**src/hsfs_pkg.sv**
```systemverilog
/*
 hsfs_pkg: constants, command codes, status bit positions and carrier
 types of the hot-swap fault supervisor.
 Assumes a 125 MHz single clock; analog comparators live outside.
*/
// Contract
// - undervoltage holds gate off via strong pulldown
// - undervoltage hysteresis sink on while undervoltage present
// - gate source only after insertion interval done
// - undervoltage after insertion interval done sets status flags and alert unless masked
// - overvoltage holds gate off, hysteresis source on
// - gate re-enabled once overvoltage clears
// - overvoltage sets status flags and alert unless masked
// - feedback low forces power-good low
// - power-good released 100 us after all good
// - feedback hysteresis source on while power-good released
// - power-good pulled low 10 us after any loss
// - power-good state readable in status and diagnostic
// - reference pulled low relatches address, resets registers
// - three diode excitation levels sequenced and measured
// - temperature read command returns latest result
// - temperature limits reset to 16'h0100, host rewritable
// - over-temperature fault latches gate off, reports status
// - shorted transistor checked at insertion interval end
// - shorted transistor sets flags and alert unless masked
// - degraded transistor checked only while power-good released
// - degraded persisting 100 ms faults and latches off
// - regulation suppresses degraded check, resets timer
// - default-configuration bit stays until clear-faults
package hsfs_pkg;

  localparam int CLK_MHZ      = 125;
  localparam int TICK_US      = 1;
  localparam int TICK_CYC     = TICK_US * CLK_MHZ;
  localparam int PG_ON_US     = 100;
  localparam int PG_OFF_US    = 10;
  localparam int FETBAD_MS    = 100;
  localparam int FETBAD_US    = FETBAD_MS * 1000;
  localparam int TEMP_STEP_US = 1000;

  localparam logic [7:0] CMD_CLEAR     = 8'h03;
  localparam logic [7:0] CMD_OT_FAULT  = 8'h4F;
  localparam logic [7:0] CMD_OT_WARN   = 8'h51;
  localparam logic [7:0] CMD_STAT_BYTE = 8'h78;
  localparam logic [7:0] CMD_STAT_WORD = 8'h79;
  localparam logic [7:0] CMD_STAT_IN   = 8'h7C;
  localparam logic [7:0] CMD_STAT_TEMP = 8'h7D;
  localparam logic [7:0] CMD_STAT_MFR  = 8'h80;
  localparam logic [7:0] CMD_TEMP      = 8'h8D;
  localparam logic [7:0] CMD_MASK      = 8'hD8;
  localparam logic [7:0] CMD_DIAG      = 8'hE1;

  // sticky flag indices, shared by mask bits
  localparam int F_UV    = 0;
  localparam int F_OV    = 1;
  localparam int F_OTW   = 2;
  localparam int F_OTF   = 3;
  localparam int F_SHORT = 4;
  localparam int F_FETF  = 5;
  localparam int NFLAG   = 6;

  localparam int SW_TEMP = 2;
  localparam int SW_PGN  = 11;
  localparam int SW_MFR  = 12;
  localparam int SW_IN   = 13;
  localparam int SB_UV   = 3;
  localparam int SB_TEMP = 2;
  localparam int SI_OV   = 7;
  localparam int SI_UV   = 4;
  localparam int ST_OTF  = 7;
  localparam int ST_OTW  = 6;
  localparam int SM_SH   = 7;
  localparam int SM_FETF = 6;
  localparam int DG_PG   = 6;
  localparam int DG_CFG  = 7;
  localparam int DG_LAT  = 8;

  localparam logic [15:0]      OT_LIMIT_RST = 16'h0100;
  localparam logic [NFLAG-1:0] MASK_RST     = 6'h00;

  typedef enum logic [3:0] {
    PG_LOW  = 4'b0001,
    PG_RISE = 4'b0010,
    PG_HIGH = 4'b0100,
    PG_FALL = 4'b1000
  } hsfs_pg_t;

  typedef struct packed {
    logic       uv_below;
    logic       ov_above;
    logic       fb_above;
    logic       gate_high;
    logic       sense_over;
    logic       vds_low;
    logic       gate_over;
    logic       vds_high;
    logic       regulating;
    logic       insert_done;
    logic       ref_low;
    logic       restart;
    logic [2:0] addr;
  } hsfs_pins_t;

  typedef struct packed {
    logic        valid;
    logic        write;
    logic [7:0]  code;
    logic [15:0] wdata;
  } hsfs_cmd_t;

  typedef struct packed {
    logic gate_pulldown;
    logic gate_source;
    logic uv_sink;
    logic ov_source;
    logic fb_source;
  } hsfs_drive_t;

endpackage : hsfs_pkg

```
**src/hsfs_sync.sv**
```systemverilog
/*
 hsfs_sync: two-flop synchroniser for a vector of pin levels.
 Assumes each bit is an independent slow level.
*/
`timescale 1ns/1ps
module hsfs_sync #(
  parameter int W = 1
) (
  input  wire logic         clk,
  input  wire logic         rst,
  input  wire logic [W-1:0] din,
  output logic      [W-1:0] dout
);
  typedef struct packed {
    logic [W-1:0] s1;
    logic [W-1:0] s2;
  } hsfs_sync_st_t;

  hsfs_sync_st_t s_q;
  hsfs_sync_st_t s_d;

  always_comb begin
    s_d.s1 = din;
    s_d.s2 = s_q.s1;
  end

  always_ff @(posedge clk or posedge rst) begin
    if (rst) begin
      s_q <= '0;
    end else begin
      s_q <= s_d;
    end
  end

  assign dout = s_q.s2;
endmodule : hsfs_sync

```
**src/hsfs_temp_seq.sv**
```systemverilog
/*
 hsfs_temp_seq: steps the diode excitation through three levels,
 starts one conversion per level and forms the temperature code.
 Assumes an external converter answering adc_start with adc_done.
*/
`timescale 1ns/1ps
module hsfs_temp_seq #(
  parameter int STEP_TICKS = hsfs_pkg::TEMP_STEP_US
) (
  input  wire logic        clk,
  input  wire logic        rst,
  input  wire logic        tick,
  input  wire logic        adc_done,
  input  wire logic [11:0] adc_code,
  output logic      [2:0]  exc_level,
  output logic             adc_start,
  output logic      [15:0] temp_code,
  output logic             temp_valid
);
  import hsfs_pkg::*;

  typedef struct packed {
    logic [2:0]  lvl;
    logic [11:0] wait_cnt;
    logic        busy;
    logic        start;
    logic [11:0] v_lo;
    logic [15:0] temp;
    logic        valid;
  } hsfs_ts_st_t;

  hsfs_ts_st_t s_q;
  hsfs_ts_st_t s_d;

  always_comb begin
    s_d = s_q;
    s_d.start = 1'b0;
    if (!s_q.busy) begin
      if (tick) begin
        s_d.wait_cnt = s_q.wait_cnt + 12'h001;
      end
      if (s_q.wait_cnt == 12'(STEP_TICKS - 1)) begin
        s_d.wait_cnt = '0;
        s_d.busy     = 1'b1;
        s_d.start    = 1'b1;
      end
    end else if (adc_done) begin
      s_d.busy = 1'b0;
      // lowest level kept as base; top level minus base gives the code
      if (s_q.lvl[0]) begin
        s_d.v_lo = adc_code;
      end
      if (s_q.lvl[2]) begin
        s_d.temp  = {4'h0, adc_code - s_q.v_lo};
        s_d.valid = 1'b1;
      end
      s_d.lvl = {s_q.lvl[1:0], s_q.lvl[2]};
    end
  end

  always_ff @(posedge clk or posedge rst) begin
    if (rst) begin
      s_q     <= '0;
      s_q.lvl <= 3'h1;
    end else begin
      s_q <= s_d;
    end
  end

  assign exc_level  = s_q.lvl;
  assign adc_start  = s_q.start;
  assign temp_code  = s_q.temp;
  assign temp_valid = s_q.valid;
endmodule : hsfs_temp_seq

```
**src/hsfs_supervisor.sv**
```systemverilog
/*
 hsfs_supervisor: supervisory logic of the hot-swap controller.
 Combines comparator levels, temperature and transistor checks into
 gate and hysteresis enables, delayed power-good, sticky status and
 an open-drain alert; host command port returns status words.
 Assumes comparator and pin levels are asynchronous to clk.
*/
`timescale 1ns/1ps
module hsfs_supervisor #(
  parameter int PG_ON_TICKS  = hsfs_pkg::PG_ON_US,
  parameter int FETBAD_TICKS = hsfs_pkg::FETBAD_US,
  parameter int TEMP_TICKS   = hsfs_pkg::TEMP_STEP_US
) (
  input  wire logic               clk,
  input  wire logic               rst,
  input  wire hsfs_pkg::hsfs_pins_t pins,
  input  wire hsfs_pkg::hsfs_cmd_t  cmd,
  input  wire logic               adc_done,
  input  wire logic [11:0]        adc_code,
  output hsfs_pkg::hsfs_drive_t   drive,
  output logic [2:0]              exc_level,
  output logic                    adc_start,
  output logic                    power_good_out_o,
  output logic                    power_good_out_oe,
  output logic                    alert_line_n_o,
  output logic                    alert_line_n_oe,
  output logic [2:0]              bus_addr,
  output logic [15:0]             cmd_rdata,
  output logic                    cmd_ack,
  output logic                    cmd_err
);
  import hsfs_pkg::*;

  ////////////////////////////////////////////////////////////////////

  typedef struct packed {
    hsfs_pg_t         pg;
    logic [6:0]       pg_cnt;
    logic [6:0]       div;
    logic             tick;
    logic [16:0]      bad_cnt;
    logic [NFLAG-1:0] flags;
    logic [NFLAG-1:0] mask;
    logic             cfg_preset;
    logic             latched;
    logic [15:0]      ot_warn;
    logic [15:0]      ot_fault;
    logic [2:0]       addr;
    logic             ins_d;
    logic [1:0]       live;
    logic             alert;
    hsfs_drive_t      drv;
    logic [15:0]      rdata;
    logic             ack;
    logic             err;
  } hsfs_st_t;

  localparam hsfs_st_t ST_RST = '{
    pg:         PG_LOW,
    pg_cnt:     7'h00,
    div:        7'h00,
    tick:       1'b0,
    bad_cnt:    17'h00000,
    flags:      '0,
    mask:       MASK_RST,
    cfg_preset: 1'b1,
    latched:    1'b0,
    ot_warn:    OT_LIMIT_RST,
    ot_fault:   OT_LIMIT_RST,
    addr:       3'h0,
    ins_d:      1'b0,
    live:       2'h0,
    alert:      1'b0,
    drv:        5'h10,
    rdata:      16'h0000,
    ack:        1'b0,
    err:        1'b0
  };

  localparam int PG_OFF_TICKS = PG_OFF_US;

  hsfs_st_t   s_q;
  hsfs_st_t   s_d;
  hsfs_pins_t p;
  logic [15:0] temp_code;
  logic        temp_valid;

  ////////////////////////////////////////////////////////////////////
  // every comparator and strap level crosses two flops first

  hsfs_sync #(
    .W ($bits(hsfs_pins_t))
  ) u_sync (
    .clk  (clk),
    .rst  (rst),
    .din  (pins),
    .dout (p)
  );

  hsfs_temp_seq #(
    .STEP_TICKS (TEMP_TICKS)
  ) u_temp (
    .clk        (clk),
    .rst        (rst),
    .tick       (s_q.tick),
    .adc_done   (adc_done),
    .adc_code   (adc_code),
    .exc_level  (exc_level),
    .adc_start  (adc_start),
    .temp_code  (temp_code),
    .temp_valid (temp_valid)
  );

  ////////////////////////////////////////////////////////////////////

  logic             pg_good;
  logic             all_good;
  logic             any_fault;
  logic             ot_f;
  logic             ot_w;
  logic             bad_now;
  logic             short_now;
  logic             gate_ok;
  logic [NFLAG-1:0] set_v;
  logic [NFLAG-1:0] clr_v;
  logic [15:0]      sword;
  logic [15:0]      diag;

  always_comb begin
    s_d = s_q;
    set_v = '0;
    clr_v = '0;

    // 1 us enable pulse for all slow timers
    s_d.tick = 1'b0;
    s_d.div  = s_q.div + 7'h01;
    if (s_q.div == 7'(TICK_CYC - 1)) begin
      s_d.div  = 7'h00;
      s_d.tick = 1'b1;
    end

    pg_good = (s_q.pg == PG_HIGH) || (s_q.pg == PG_FALL);

    // temperature limits compare only once a result exists
    ot_f = temp_valid && (temp_code >= s_q.ot_fault);
    ot_w = temp_valid && (temp_code >= s_q.ot_warn);

    // shorted pass transistor sampled on insertion interval end
    short_now = p.insert_done && !s_q.ins_d &&
                s_q.drv.gate_pulldown && (p.sense_over || p.vds_low);
    s_d.ins_d = p.insert_done;

    bad_now = pg_good && !p.regulating &&
              (p.gate_over || p.vds_high);

    ////////////////////////////////////////////////////////////////
    // persistence timer for degraded transistor

    if (!bad_now) begin
      s_d.bad_cnt = 17'h00000;
    end else if (s_q.tick) begin
      s_d.bad_cnt = s_q.bad_cnt + 17'h00001;
    end
    if (bad_now && s_q.bad_cnt == 17'(FETBAD_TICKS)) begin
      set_v[F_FETF] = 1'b1;
      s_d.bad_cnt = 17'h00000;
    end

    set_v[F_UV]    = p.uv_below && (s_q.live == 2'h3) && p.insert_done;
    set_v[F_OV]    = p.ov_above && (s_q.live == 2'h3);
    set_v[F_OTW]   = ot_w;
    set_v[F_OTF]   = ot_f;
    set_v[F_SHORT] = short_now;

    ////////////////////////////////////////////////////////////////
    // latch-off: cleared only by a manual restart

    if (p.restart) begin
      s_d.latched = 1'b0;
    end
    if (ot_f || short_now || set_v[F_FETF]) begin
      s_d.latched = 1'b1;
    end

    any_fault = s_q.latched || s_q.flags[F_OTF] ||
                s_q.flags[F_FETF];

    ////////////////////////////////////////////////////////////////
    // gate and hysteresis drives

    gate_ok = p.insert_done && !p.uv_below && !p.ov_above &&
              !s_q.latched;
    s_d.drv.gate_source   = gate_ok;
    s_d.drv.gate_pulldown = !gate_ok;
    s_d.drv.uv_sink       = p.uv_below;
    s_d.drv.ov_source     = p.ov_above;

    ////////////////////////////////////////////////////////////////
    // power-good delay machine

    all_good = p.fb_above && p.gate_high && !p.uv_below &&
               !p.ov_above && !any_fault;
    unique case (s_q.pg)
      PG_LOW: begin
        s_d.pg_cnt = 7'h00;
        if (all_good) begin
          s_d.pg = PG_RISE;
        end
      end
      PG_RISE: begin
        if (!all_good) begin
          s_d.pg = PG_LOW;
        end else if (s_q.pg_cnt == 7'(PG_ON_TICKS - 1) && s_q.tick) begin
          s_d.pg = PG_HIGH;
        end else if (s_q.tick) begin
          s_d.pg_cnt = s_q.pg_cnt + 7'h01;
        end
      end
      PG_HIGH: begin
        s_d.pg_cnt = 7'h00;
        if (!all_good || set_v[F_FETF]) begin
          s_d.pg = PG_FALL;
        end
      end
      PG_FALL: begin
        if (s_q.pg_cnt == 7'(PG_OFF_TICKS - 1) && s_q.tick) begin
          s_d.pg = PG_LOW;
        end else if (s_q.tick) begin
          s_d.pg_cnt = s_q.pg_cnt + 7'h01;
        end
      end
    endcase
    s_d.drv.fb_source = (s_d.pg == PG_HIGH) || (s_d.pg == PG_FALL);

    ////////////////////////////////////////////////////////////////
    // status words

    sword = 16'h0000;
    sword[SW_IN]   = s_q.flags[F_UV] || s_q.flags[F_OV];
    sword[SW_PGN]  = !pg_good;
    sword[SW_MFR]  = s_q.flags[F_SHORT] || s_q.flags[F_FETF];
    sword[SW_TEMP] = s_q.flags[F_OTW] || s_q.flags[F_OTF];

    diag = 16'h0000;
    diag[NFLAG-1:0] = s_q.flags;
    diag[DG_PG]     = pg_good;
    diag[DG_CFG]    = s_q.cfg_preset;
    diag[DG_LAT]    = s_q.latched;

    ////////////////////////////////////////////////////////////////
    // host command port: one answer the cycle after each request

    s_d.ack   = cmd.valid;
    s_d.err   = 1'b0;
    s_d.rdata = 16'h0000;
    if (cmd.valid) begin
      unique case (cmd.code)
        CMD_CLEAR: begin
          clr_v = '1;
          s_d.cfg_preset = 1'b0;
        end
        CMD_OT_FAULT: begin
          if (cmd.write) begin
            s_d.ot_fault = cmd.wdata;
          end
          s_d.rdata = s_q.ot_fault;
        end
        CMD_OT_WARN: begin
          if (cmd.write) begin
            s_d.ot_warn = cmd.wdata;
          end
          s_d.rdata = s_q.ot_warn;
        end
        CMD_MASK: begin
          if (cmd.write) begin
            s_d.mask = cmd.wdata[NFLAG-1:0];
          end
          s_d.rdata = {10'h000, s_q.mask};
        end
        CMD_STAT_BYTE: begin
          s_d.rdata[SB_UV]   = s_q.flags[F_UV];
          s_d.rdata[SB_TEMP] = sword[SW_TEMP];
        end
        CMD_STAT_WORD: s_d.rdata = sword;
        CMD_STAT_IN: begin
          s_d.rdata[SI_OV] = s_q.flags[F_OV];
          s_d.rdata[SI_UV] = s_q.flags[F_UV];
        end
        CMD_STAT_TEMP: begin
          s_d.rdata[ST_OTF] = s_q.flags[F_OTF];
          s_d.rdata[ST_OTW] = s_q.flags[F_OTW];
        end
        CMD_STAT_MFR: begin
          s_d.rdata[SM_SH]   = s_q.flags[F_SHORT];
          s_d.rdata[SM_FETF] = s_q.flags[F_FETF];
        end
        CMD_TEMP: s_d.rdata = temp_code;
        CMD_DIAG: s_d.rdata = diag;
        default: s_d.err = 1'b1;
      endcase
    end

    // a new event beats a clear in the same cycle
    s_d.flags = (s_q.flags & ~clr_v) | set_v;

    ////////////////////////////////////////////////////////////////
    // reference pulled low: relatch address, registers to defaults

    // sync flops hold reset zeros for two edges; strap trusted after that
    s_d.live = s_q.live + 2'(s_q.live != 2'h3);
    if ((s_q.live != 2'h3) || p.ref_low) begin
      s_d.addr = p.addr;
    end
    if (p.ref_low) begin
      s_d.flags      = '0;
      s_d.mask       = MASK_RST;
      s_d.ot_warn    = OT_LIMIT_RST;
      s_d.ot_fault   = OT_LIMIT_RST;
      s_d.cfg_preset = 1'b1;
    end

    // alert is a level held while any unmasked flag stands
    s_d.alert = |(s_d.flags & ~s_d.mask);
  end

  ////////////////////////////////////////////////////////////////////

  always_ff @(posedge clk or posedge rst) begin
    if (rst) begin
      s_q <= ST_RST;
    end else begin
      s_q <= s_d;
    end
  end

  ////////////////////////////////////////////////////////////////////
  // open-drain pins only ever pull low

  assign drive             = s_q.drv;
  assign power_good_out_o  = 1'b0;
  assign power_good_out_oe = !((s_q.pg == PG_HIGH) || (s_q.pg == PG_FALL));
  assign alert_line_n_o    = 1'b0;
  assign alert_line_n_oe   = s_q.alert;
  assign bus_addr          = s_q.addr;
  assign cmd_rdata         = s_q.rdata;
  assign cmd_ack           = s_q.ack;
  assign cmd_err           = s_q.err;

endmodule : hsfs_supervisor

```
**config.mk**
```make
export PLATFORM = sky130hd
export DESIGN_NAME = hsfs_supervisor
export DESIGN_NICKNAME = d
export VERILOG_FILES = /design/src/hsfs_pkg.sv /design/src/hsfs_sync.sv /design/src/hsfs_temp_seq.sv /design/src/hsfs_supervisor.sv
export SDC_FILE = /design/constraint.sdc
export NUM_CORES = 1
export LEC_CHECK = 0
export ABC_AREA = 1
export BUFFER_PORTS_ARGS = -buffer_cell sky130_fd_sc_hd__buf_2
export CAP_MARGIN = 10
export CORE_MARGIN = 3
export CORE_UTILIZATION = 64
export CTS_CLUSTER_DIAMETER = 40
export DETAILED_ROUTE_END_ITERATION = 7
export PLACE_DENSITY = 0.85
export SYNTH_ARGS = -nofsm -noshare
export SYNTH_HDL_FRONTEND = slang
export SYNTH_SLANG_ARGS = --single-unit
export TNS_END_PERCENT = 10
```
**constraint.sdc**
```tcl
create_clock -name clk -period 9.9 [get_ports clk]
set_input_delay 1.485 -clock clk [delete_from_list [all_inputs] [get_ports clk]]
set_output_delay 1.485 -clock clk [all_outputs]
set_load 0.005 [all_outputs]
```
# After elaboration in Yosys (flattened, before gate mapping)
# Cells that the tools add are included.
# totals
ff_bits,184
latch_bits,0
mem_bits_rw,0
rom_bits,0
inputBits,56
output_inout_bits,34
elab_cells,177
n_memories,0
# op_classes
add_sub_neg,6
multipliers,0
n_div,0
n_lt_le_gt_ge,2
eq_ne,28
shift,0
muxes,44
bitwise,6
n_reduce_logical,59
# op_table
cell,count
2-to-1 mux 16 bit,4
2-to-1 mux 32 bit,2
2-to-1 mux 17 bit,3
"equality test 8 x 7 -> 1 bit, second input constant",6
case mux 11 bit (4 select lines),1
case mux 8 bit (5 select lines),1
2-to-1 mux 7 bit,5
"equality test 8 bit, second input constant",4
greater-or-equal comparator 12 x 16 -> 1 bit,2
2-to-1 mux 6 bit,4
logical AND 1 bit,20
2-to-1 mux 4 bit,5
"adder 17 x 1 -> 17 bit, second input constant",1
"equality test 17 bit, second input constant",1
AND reduction 3 bit,5
"adder 7 x 1 -> 7 bit, second input constant",2
"equality test 7 bit, second input constant",2
2-to-1 mux 14 bit,1
case mux 2 bit (7 select lines),1
nonzero test 2 bit,7
logical OR 1 bit,13
2-to-1 mux 13 bit,1
"adder 12 x 1 -> 12 bit, second input constant",1
bitwise AND 6 bit,2
26 further kinds,51

# Depth between registers and ports, before layout
# Gate-level depths: netlist (run 1).
# logic_depth
depth_word,11
mapped_depth,15
mapped_depth_nobuf,15

# Hierarchy
# A second synthesis (run 1) with hierarchy kept.
# hier_totals
hier_cells,1273
area_unflattened_um2,10197.3
# modules_own_cells
mod,n_inst,cells_per_inst,area_per_inst_um2,seq_area_each_um2
hsfs_supervisor,1,882,6749.0,2808.9
hsfs_temp_seq,1,360,2693.8,1052.3
hsfs_sync,1,31,754.5,750.7

# Worst setup path after synthesis (run 1)
# Ideal clock, no wire load.
# synth_path
kind,input port to flip-flop
from,input port adc_code[0]
to,"register u_temp.s_q, in the netlist u_temp.temp_code[8]"
setup_ns,0.126
arrival_time_ns,2.752
required_time_ns,9.774
setup_slack_ns,7.022
path_stages,9
n_path_buf,0
path_cell_list,inv_1 -> ha_1 -> fa_1 -> o21ai_1 -> a21oi_1 -> o21bai_1 -> nand2_1 -> nand2_1 -> o22ai_1
# synth_between
elab_chain_len,1
# synth_rtl
element,line_no,text
from (decl),hsfs_supervisor.sv:19,"input wire logic [11:0] adc_code,"
subtractor 12 bit,hsfs_temp_seq.sv:54,"s_d.temp = {4'h0, adc_code - s_q.v_lo};"
to (decl),hsfs_temp_seq.sv:32,hsfs_ts_st_t s_q;
# No other way between the ends.
# A chain may end at the register's enable or synchronous reset.

# Final worst setup path (run 1)
# layout_path
from,register s_q[109] (netlist bit)
to,output port power_good_out_oe
# layout_between
elab_chain_len,3
elab_cells_between_ends,4
classes_between,2 x eq/ne; 2 x reduce/logical
# layout_rtl
element,line_no,text
from (decl),hsfs_supervisor.sv:82,hsfs_st_t s_q;
from (signal assigned),hsfs_supervisor.sv:330,s_q <= ST_RST;
from (signal assigned),hsfs_supervisor.sv:332,s_q <= s_d;
equality test 4 x 3 -> 1 bit / equality test 4 bit (equally long branches),hsfs_supervisor.sv:341,assign power_good_out_oe = !((s_q.pg == PG_HIGH) || (s_q.pg == PG_FALL));
logical OR 1 bit *,hsfs_supervisor.sv:341,
logical NOT 1 bit *,hsfs_supervisor.sv:341,
to (decl),hsfs_supervisor.sv:24,"output logic power_good_out_oe,"
# Mark *: on every way between the ends. The rest lies on a longest branch, timed or not.

==> results.toml, run 1 <==
[status]
status = "completed"

[floorplanning]
core_um2 = 14590
start_util_pct = 65.58
rows = 44
die_height_um = 128.3
die-area_um2 = 16450
io_pins = 90
fp.dieW_um = 128.3

[critical_path]
criticalPathCategory = "reg -> out"
path_delay_family = "simple AND/OR/NAND/NOR gates"
reg2reg_depth = 8
critPathSlowestCell = "dfrtp_1"
cp_slowest_stage_delay_ps = 400
cp_num_cells = 5
end_kind = "output port"
worstPathArrival_ps = 1650
crit_chain = "nor2_1, nand3_2, nand2_1, inv_1, buf_2"
startpoint_type = "register"
critical_path_buf_inv_count = 2
critPathMaxFanout = 6
crit_required_ps = 8420

[logic_synthesis]
synth_top_area_share_pct = 46.55
yosysUniqueCellTypes = 54
synth_seq_area_share_pct = 48.20
ys_top_cells_by_count = "nand2_1, dfrtp_1, inv_1, nor2_1, a21oi_1"
netlist_area_um2 = 9568
yosysMostFrequentCell = "nand2_1"
yosysTopAreaCell = "dfrtp_1"
yosys_warnings = 0
postSynth.asyncResetShare_pct = 100.0
synth_area_leaders = "dfrtp_1, nand2_1, ha_1"
synthFlopType = "dfrtp_1"
syn_inst = 1151
ys_ff_latch = 184
synth_edf_count = 0
avgSynthCellArea_um2 = 8.313

[timing]
finClkSkew_ps = 9.459
fin_crit_ps = 3135
worst_pin_slew_ps = 1010
fmax_mhz = 318.9
relSlewSlack_pct = 32.69
drv_slew = 0
setup_tns_ps = 0
hold_viol = 0
setup_viol = 0
fin_crit_sh_pct = 31.67
rsz0062_at_grt = "false"

[drt]
drt_iter0_drc = 712
drc = 0
ant_nets = 0
dr.pass1.iters = 6
vias = 7791
vias_per_cell = 5.537
routed_wl_um = 20930
wire_per_inst_um = 14.88

[final_layout]
syn_to_final_growth_pct = 9.520
drive_above_1_share_pct = 14.89
fin_util_pct = 71.83
num-nets-final = 1308
design_area_um2 = 10480

[clock_tree]
cts_sinks = 184
post_cts_resized = 0
clkTransAtPathRegs_ps = 70
clock_latency_ps = 430
numCtsBuffers = 17
cts_tree = "done"
clockBufferDepth = 2
cts_setup_buffers = 0
cts_htree_levels = 4
cts_root_buffer = "clkbuf_16"
hold_buffers = 0

[grt]
grt_pass1_wl_um = 34890
grt_max_degree = 102
grt_use_total_pct = 26.63
grt_overflow_total = 0
grt_antenna_before_repair = 2
grt_pass1_vias = 7383

[placed_design]
postPlaceCellArea_um2 = 9913
numPortBuffers = 87
dpl.hpwl_um = 15150
place.gp.congestion = 0.9669

[pwr]
power.total_uw = 2032
power_density_nw_per_um2 = 193.9
p_leak_uw = 0.005242
vdd_drop_max_mv = 0.1807

[flow_run]
drv_cap = 0

[hold_path]
hp-class = "reg -> reg"
hold_path_depth = 0
## sequential cells by signal, indices dropped and copies added, names as in the netlist
signal             cells
u_temp.exc_level       3
u_sync.s_d            15
drive                  5
diag                   8
alert_line_n_oe        1
bus_addr               3
s_q                   77
cmd_ack                1
cmd_err                1
cmd_rdata             16
u_sync.dout           15
u_temp.s_q            25
u_temp.adc_start       1
u_temp.temp_code      12
u_temp.temp_valid      1
## worst register-to-register path, delay by kind of cell (launching register included)
family,cells,cell delay [ps]
flops,1,820
simple gates,4,630
buf+inv,3,640
compound gates,1,90
## cells in the final DEF (no fill, tap or decap), types with 4 or more instances in the layout
cell        instances
nand2_1           263
dfrtp_1           178
inv_1             134
nor2_1             97
buf_2              87
a21oi_1            56
nand3_1            52
o21ai_1            45
ha_1               42
o21ai_0            37
inv_2              26
nor3_1             26
nand4_1            23
xor2_1             19
clkbuf_16          17
o22ai_1            11
nand2_2             7
xnor2_1             7
inv_6               6
dfstp_2             6
nor4_1              5
o21a_1              5
a31oi_1             5
o21ai_2             4
mux2_2              4
clkinvlp_4          4
## report_power, final
group / switching [µW] / internal [µW] / leakage [µW]
clock network: 296 / 342 / 0.000267
logic: 294 / 192 / 0.00264
registers: 70.4 / 838 / 0.00234
total: 660 / 1370 / 0.00524
## logic make-up after synthesis
family                     after synthesis  synth area share, %
other                                    1              0.03919
muxes                                    4               0.4707
and+or+nand+nor                        494                22.36
buffers and inverters                  214                9.978
AOI/OAI and AO/OA                      185                10.87
adders and majority gates               43                5.702
DFF                                    184                48.20
xor gates and xnor gates                26                2.380
## layer usage
metal  GRT usage (%)  vias to the layer above  wire, µm
met3           6.208                       43      1698
met1           37.20                     3613      9253
met5               0                        -        13
met4           10.11                        2       549
li1                -                     3810         -
met2           40.76                      323      9415
## cell type report
cell class	count	area (µm²)
Antenna cell	1	2.502
Inverter	164	623.1
Fill cell	1107	4110
Clock inverter	13	110.1
Tap cell	184	230.2
Multi-Input combinational cell	754	4005
Timing Repair Buffer	88	442.9
Clock buffer	19	452.9
Sequential cell	184	4612
## per-stage QoR
stage | instances | worst slack [ps] | hold slack, ps
after floorplan | 1152 | 3425 | 331.2
after CTS | 1406 | 6777 | 346.1
after detailed placement | 1374 | 6578 | 334.7
after global routing | 1407 | 6635 | 355.0
final | 1407 | 6765 | 342.9
after global placement | 1374 | 6596 | 331.7
## worst paths after layout
kind	end	start	slack (ps)
setup / recovery	power_good_out_oe	s_q[109]$_DFF_PP0_	6760
hold / removal	u_sync.dout[13]$_DFF_PP0_	u_sync.s_d[13]$_DFF_PP0_	340
setup reg to reg	s_q[106]$_DFFE_PP0P_	s_q[93]$_DFF_PP0_	7650
hold reg to reg	u_sync.dout[13]$_DFF_PP0_	u_sync.s_d[13]$_DFF_PP0_	340
max in group asynchronous	cmd_rdata[3]$_DFF_PP0_	rst	7130
min in group asynchronous	u_temp.s_q[28]$_DFFE_PP0P_	rst	1230
Note: power is estimated with default switching activity, not from simulation.
==> inputs of run 2 (changes only) <==
--- a/config.mk
+++ b/config.mk
@@ -9,10 +9,10 @@
 export BUFFER_PORTS_ARGS = -buffer_cell sky130_fd_sc_hd__buf_2
 export CAP_MARGIN = 10
 export CORE_MARGIN = 3
-export CORE_UTILIZATION = 64
+export CORE_UTILIZATION = 54
 export CTS_CLUSTER_DIAMETER = 40
 export DETAILED_ROUTE_END_ITERATION = 7
-export PLACE_DENSITY = 0.85
+export PLACE_DENSITY = 0.77
 export SYNTH_ARGS = -nofsm -noshare
 export SYNTH_HDL_FRONTEND = slang
 export SYNTH_SLANG_ARGS = --single-unit
==> constraint.sdc (replaced) <==
create_clock -name clk -period 2.74 [get_ports clk]
set_input_delay 0.411 -clock clk [delete_from_list [all_inputs] [get_ports clk]]
set_output_delay 0.411 -clock clk [all_outputs]
set_load 0.005 [all_outputs]
==> run 2 against run 1 <==
Cell count grew 3.3%. Clock power grew to 3.9 times the previous value. Critical endpoint unchanged. Sequential cell count is the same. Worst hold slack lost 280 ps.
==> results.toml, run 2 (synthesis results as in run 1) <==
[status]
status = "completed"

[timing]
fin_crit_ps = 2088
relSlewSlack_pct = 45.91
fin_crit_sh_pct = 76.21
setup_viol = 0
setup_tns_ps = 0
rsz0062_at_grt = "false"
worst_pin_slew_ps = 810.4
fmax_mhz = 478.9
drv_slew = 0
finClkSkew_ps = 9.998
hold_viol = 0

[drt]
ant_nets = 0
wire_per_inst_um = 14.47
wl_met2_um = 9208
routed_wl_um = 21050
wl_met1_um = 10010
dr.pass1.iters = 6
drt_iter0_drc = 612
wl_met3_um = 1269
top_layer = "met5"
vias_per_cell = 5.221
drc = 0
vias = 7592

[final_layout]
num-nets-final = 1315
drive_above_1_share_pct = 15.38
syn_to_final_growth_pct = 11.59
regMostFlops = "s_q"
n_fill_cell = 1460
mostFrequentLayoutCells = "nand2_1, dfrtp_1, inv_1, nor2_1, buf_2"
antenna_cells = 0
largest_register_ffs = 77
final_common_cell = "nand2_1"

[clock_tree]
cts_setup_buffers = 0
cts_root_buffer = "clkbuf_16"
cts_htree_levels = 4
clkTransAtPathRegs_ps = 80
cts_sinks = 184
numCtsBuffers = 17
cts_tree = "done"
clock_latency_ps = 450
post_cts_resized = 0
clockBufferDepth = 2
hold_buffers = 0

[pwr]
sequentialPowerShare_pct = 43.5
switching_power_uw = 2499
clkPwrFrac_pct = 33.1
internal-power_uw = 5041
switching_share_pct = 33.14
p_leak_uw = 0.005318
power.total_uw = 7539
power_density_nw_per_um2 = 706.1
vdd_drop_max_mv = 0.5246
power_frac_comb_pct = 23.3

[grt]
grt_overflow_total = 0
grt_antenna_before_repair = 1
grt_pass1_vias = 7323
grt_pass1_wl_um = 35600
grt_max_degree = 56
grt_use_total_pct = 22.63

[floorplanning]
die-area_um2 = 19350
die_height_um = 139.1
fp.dieW_um = 139.1
io_pins = 90
core_um2 = 17300
start_util_pct = 55.32
rows = 48

[hold_path]
hp-class = "in -> async"

[critical_path]
end_kind = "output port"
startpoint_type = "register"
crit_required_ps = 2330
criticalPathCategory = "reg -> out"
worstPathArrival_ps = 1680
critPathMaxFanout = 6

[placed_design]
place.gp.congestion = 0.9650
dpl.hpwl_um = 15800
numPortBuffers = 87

[flow_run]
drv_cap = 0
-- run 2: cell count changes in the layout (fill, tap and decap cells not counted), sizes merged --
cell      change
bufinv        +1
clkinv        +4
clkinvlp      -2
clkbuf        -2
buf           +7
inv           -1
diode         -1
-- run 2: worst max-delay path, stage by stage, from the launching register on --
cell and delay [ps]:
dfrtp_1 410, nor2_1 160, nand3_2 180, nand2_1 230
inv_1 120, buf_2 140
-- run 2: routing by layer --
layer | up-vias | GRT usage (%)
met4 | 2 | 8.805
met3 | 42 | 4.483
met5 | - | 0
met1 | 3472 | 32.26
met2 | 240 | 34.42
li1 | 3836 | -
-- run 2: final timing paths --
kind,from,slack (ps),depth (start not counted),endpoint
min reg2reg,u_sync.s_d[6]$_DFF_PP0_,350,0,u_sync.dout[6]$_DFF_PP0_
min in group clk,pins[0],60,1,u_sync.s_d[0]$_DFF_PP0_
max in group asynchronous,rst,1810,4,u_temp.s_q[17]$_DFFE_PP0P_
max,s_q[109]$_DFF_PP0_,650,5,power_good_out_oe
max reg2reg,u_sync.dout[4]$_DFF_PP0_,660,5,s_q[43]$_DFFE_PP0P_
min,rst,60,2,u_sync.s_d[2]$_DFF_PP0_
-- run 2: per-stage QoR --
step / std cells / worst slack, ps / util (%) / hold WS, ps / cell area, µm²
6_report: 1454 / 652.0 / 61.73 / 59.75 / 10680
5_1_grt: 1454 / 421.8 / 61.73 / 45.94 / 10680
4_1_cts: 1454 / 632.2 / 61.73 / 46.19 / 10680
3_5_place_dp: 1422 / 594.7 / 58.20 / 334.7 / 10070
3_3_place_gp: 1422 / 697.5 / 58.20 / 332.0 / 10070
2_1_floorplan: 1152 / -30.64 / - / 331.2 / 9575
-- run 2: area by class of cell --
class                   count  area [µm²]  share of cell area (%)
clock buffers              17       425.4                   3.985
clock inverters            15       185.2                   1.734
inverters                 164       621.8                   5.824
multi-input cells         754        4005                   37.51
flip-flops and latches    184        4612                   43.20
well taps                 225       281.5                   2.637
repair buffers             95       545.5                   5.110
-- run 2: power groups by stage --
stage                     clock network (µW)  registers, µW  logic (µW)
after CTS                               2540           3270        1760
final                                   2500           3280        1760
after detailed placement                   0           3320        1750
after floorplan                            0           3230        1370
after global placement                     0           3310        1690
after global routing                    2660           3320        2060
==> inputs of run 3 (changes only) <==
--- a/config.mk
+++ b/config.mk
@@ -5,14 +5,14 @@
 export SDC_FILE = /design/constraint.sdc
 export NUM_CORES = 1
 export LEC_CHECK = 0
-export ABC_AREA = 1
+export ABC_AREA = 0
 export BUFFER_PORTS_ARGS = -buffer_cell sky130_fd_sc_hd__buf_2
 export CAP_MARGIN = 10
 export CORE_MARGIN = 3
-export CORE_UTILIZATION = 54
+export CORE_UTILIZATION = 59
 export CTS_CLUSTER_DIAMETER = 40
 export DETAILED_ROUTE_END_ITERATION = 7
-export PLACE_DENSITY = 0.77
+export PLACE_DENSITY = 0.8
 export SYNTH_ARGS = -nofsm -noshare
 export SYNTH_HDL_FRONTEND = slang
 export SYNTH_SLANG_ARGS = --single-unit
==> constraint.sdc (replaced) <==
create_clock -name clk -period 2.1 [get_ports clk]
set_input_delay 0.315 -clock clk [delete_from_list [all_inputs] [get_ports clk]]
set_output_delay 0.315 -clock clk [all_outputs]
set_load 0.005 [all_outputs]
==> run 3 against run 2 <==
Critical endpoint is now drive[0]$_DFF_PP0_. Routed wire length decreased by 1.9%. Register-to-register slack worse by 720 ps. Clock power grew 23%. Clock skew decreased by 2.5 ps. Global-route usage increased by 2.8 points. Synthesized cell count fell by 23%. Combinational power shrank 57%. Largest power group unchanged. The flow now finishes with violations (setup timing).
==> results.toml, run 3 <==
[status]
status = "finished, violations left"
violations = "setup timing"

[logic_synthesis]
postSynth.asyncResetShare_pct = 100.0
synthFlopType = "dfrtp_1"
syn_inst = 883
synth_edf_count = 0
avgSynthCellArea_um2 = 10.34
netlist_area_um2 = 9134
yosysTopAreaCell = "dfrtp_1"
synth_top_area_share_pct = 48.77
synth_seq_area_share_pct = 50.49
yosys_warnings = 0
synth_area_leaders = "dfrtp_1, ha_1, nor2_1"
yosysMostFrequentCell = "dfrtp_1"
yosysUniqueCellTypes = 75
ys_ff_latch = 184
ys_top_cells_by_count = "dfrtp_1, nor2_1, nand2_1, inv_1, ha_1"

[floorplanning]
io_pins = 90
die_height_um = 130.4
start_util_pct = 61.45
core_um2 = 14860
rows = 44
fp.dieW_um = 130.4
die-area_um2 = 17010

[placed_design]
place_ws_ps = -131.3
place_inst = 1164
dpl.hpwl_um = 14690
place.gp.congestion = 0.9279
numPortBuffers = 87

[clock_tree]
cts_sinks = 184
clockBufferDepth = 2
clock_latency_ps = 430
cts_tree = "done"
cts_root_buffer = "clkbuf_16"
numCtsBuffers = 17
clkTransAtPathRegs_ps = 70
cts_htree_levels = 4

[timing]
worst_pin_slew_ps = 616.6
drv_slew = 0
fin_ws_ps = -56.58
fmax_mhz = 463.7
finClkSkew_ps = 7.522
relSlewSlack_pct = 58.90
rsz0062_at_grt = "true"
fin_crit_sh_pct = 102.7
fin_crit_ps = 2157
hold_viol = 0
setup_viol = 1

[pwr]
vdd_drop_max_mv = 0.6801
power_density_nw_per_um2 = 690.9
p_leak_uw = 0.005049

[drt]
vias_per_cell = 5.833
vias = 7093
drt_iter0_drc = 552
drc = 0
ant_nets = 0
dr.pass1.iters = 6
routed_wl_um = 20660
wire_per_inst_um = 16.99

[critical_path]
end_kind = "register"
crit_required_ps = 2440
startpoint_type = "register"
critPathMaxFanout = 4
criticalPathCategory = "reg -> reg"
worstPathArrival_ps = 2490

[final_layout]
mostFrequentLayoutCells = "dfrtp_1, nor2_1, buf_2, buf_4, nand2_1"
multiInputGateArea_um2 = 4093
antenna_cells = 0
final_cells = 1216
largest_register_ffs = 77
final_common_cell = "dfrtp_1"
regMostFlops = "s_q"
seq_area_um2 = 4613
n_fill_cell = 1050
num-nets-final = 1118
syn_to_final_growth_pct = 19.18
drive_above_1_share_pct = 23.64

[grt]
grt_pass1_wl_um = 34030
grt_overflow_total = 0
grt_antenna_before_repair = 0
grt_use_total_pct = 25.46
grt_pass1_vias = 7021
grt_max_degree = 113

[hold_path]
hp-class = "in -> async"

[flow_run]
drv_cap = 0
[run 3: area by class of cell]
class                           instances  area share (%)
Sequential cell                       184           42.38
Tap cell                              184           2.115
Inverter                               55           1.931
Multi-Input combinational cell        589           37.60
Timing Repair Buffer                  172           10.70
Clock inverter                         14           1.241
Clock buffer                           18           4.034
[run 3: kinds of logic after synthesis]
logic type / Yosys count / share of synthesized area [%]
other cells: 1 / 0.04106
xor+xnor: 33 / 3.164
buf+inv: 111 / 5.918
flops: 184 / 50.49
fa+ha+maj: 43 / 5.973
simple gates: 307 / 17.49
compound gates: 159 / 11.78
mux: 45 / 5.137
[run 3: per-stage QoR]
| stage | setup TNS (ps) | util (%) | instance area, µm² | power, µW | hold WS [ps] |
|---|---|---|---|---|---|
| after global routing | -461.8 | 73.23 | 10890 | 7813 | 31.11 |
| after detailed placement | -484.6 | 67.35 | 10010 | 4432 | 334.7 |
| after floorplan | -102510 | - | 9141 | 4152 | 331.2 |
| after global placement | -80.61 | 67.35 | 10010 | 4420 | 332.1 |
| after CTS | -299.9 | 72.74 | 10810 | 7559 | 19.14 |
| final | -56.58 | 73.23 | 10890 | 7521 | 11.46 |
[run 3: where the power goes]
part           total [µW]  switching (µW)  leakage, µW  internal, µW
Combinational         753             438      0.00235           315
Sequential           3690            63.9      0.00242          3630
Clock                3080            1480     0.000276          1600
[run 3: worst max-delay path, cell delays in order (launching register included)]
cell and delay [ps]:
dfrtp_1 390, inv_2 80, ha_1 160, nand4b_1 200, nor4_4 360, buf_4 180, buf_6 110, nand2_4 50
a41o_1 230, xnor2_1 130, nor3_1 180
[run 3: layer usage]
layer / track usage, % / wire (µm) / vias to the layer above
met1: 35.03 / 9004 / 3370
li1: - / - / 3374
met2: 38.96 / 9239 / 295
met5: 0 / 0 / -
met4: 12.10 / 771 / 0
met3: 5.488 / 1641 / 54
[run 3: what timing repair did]
action,CTS,global route
setup buffers,3,2
endpoints found under the setup margin,7,12
resized for setup,12,13
hold buffers,15,0
pin swaps,13,16
hold endpoints to repair,15,0
[run 3: final timing paths]
| path | startpoint | slack [ps] | cells after the start | end |
|---|---|---|---|---|
| worst min-delay path | rst | 10 | 3 | u_temp.temp_code[2]$_DFFE_PP0P_ |
| max in group asynchronous | rst | 1580 | 3 | u_sync.dout[6]$_DFF_PP0_ |
| worst max register to register | s_q[76]$_DFFE_PP0P_ | -60 | 10 | drive[0]$_DFF_PP0_ |
| min in group clk | adc_done | 120 | 2 | u_temp.s_q[30]$_DFF_PP0_ |
| worst min register to register | u_sync.s_d[5]$_DFF_PP0_ | 350 | 0 | u_sync.dout[5]$_DFF_PP0_ |
| worst max-delay path | s_q[76]$_DFFE_PP0P_ | -60 | 10 | drive[0]$_DFF_PP0_ |
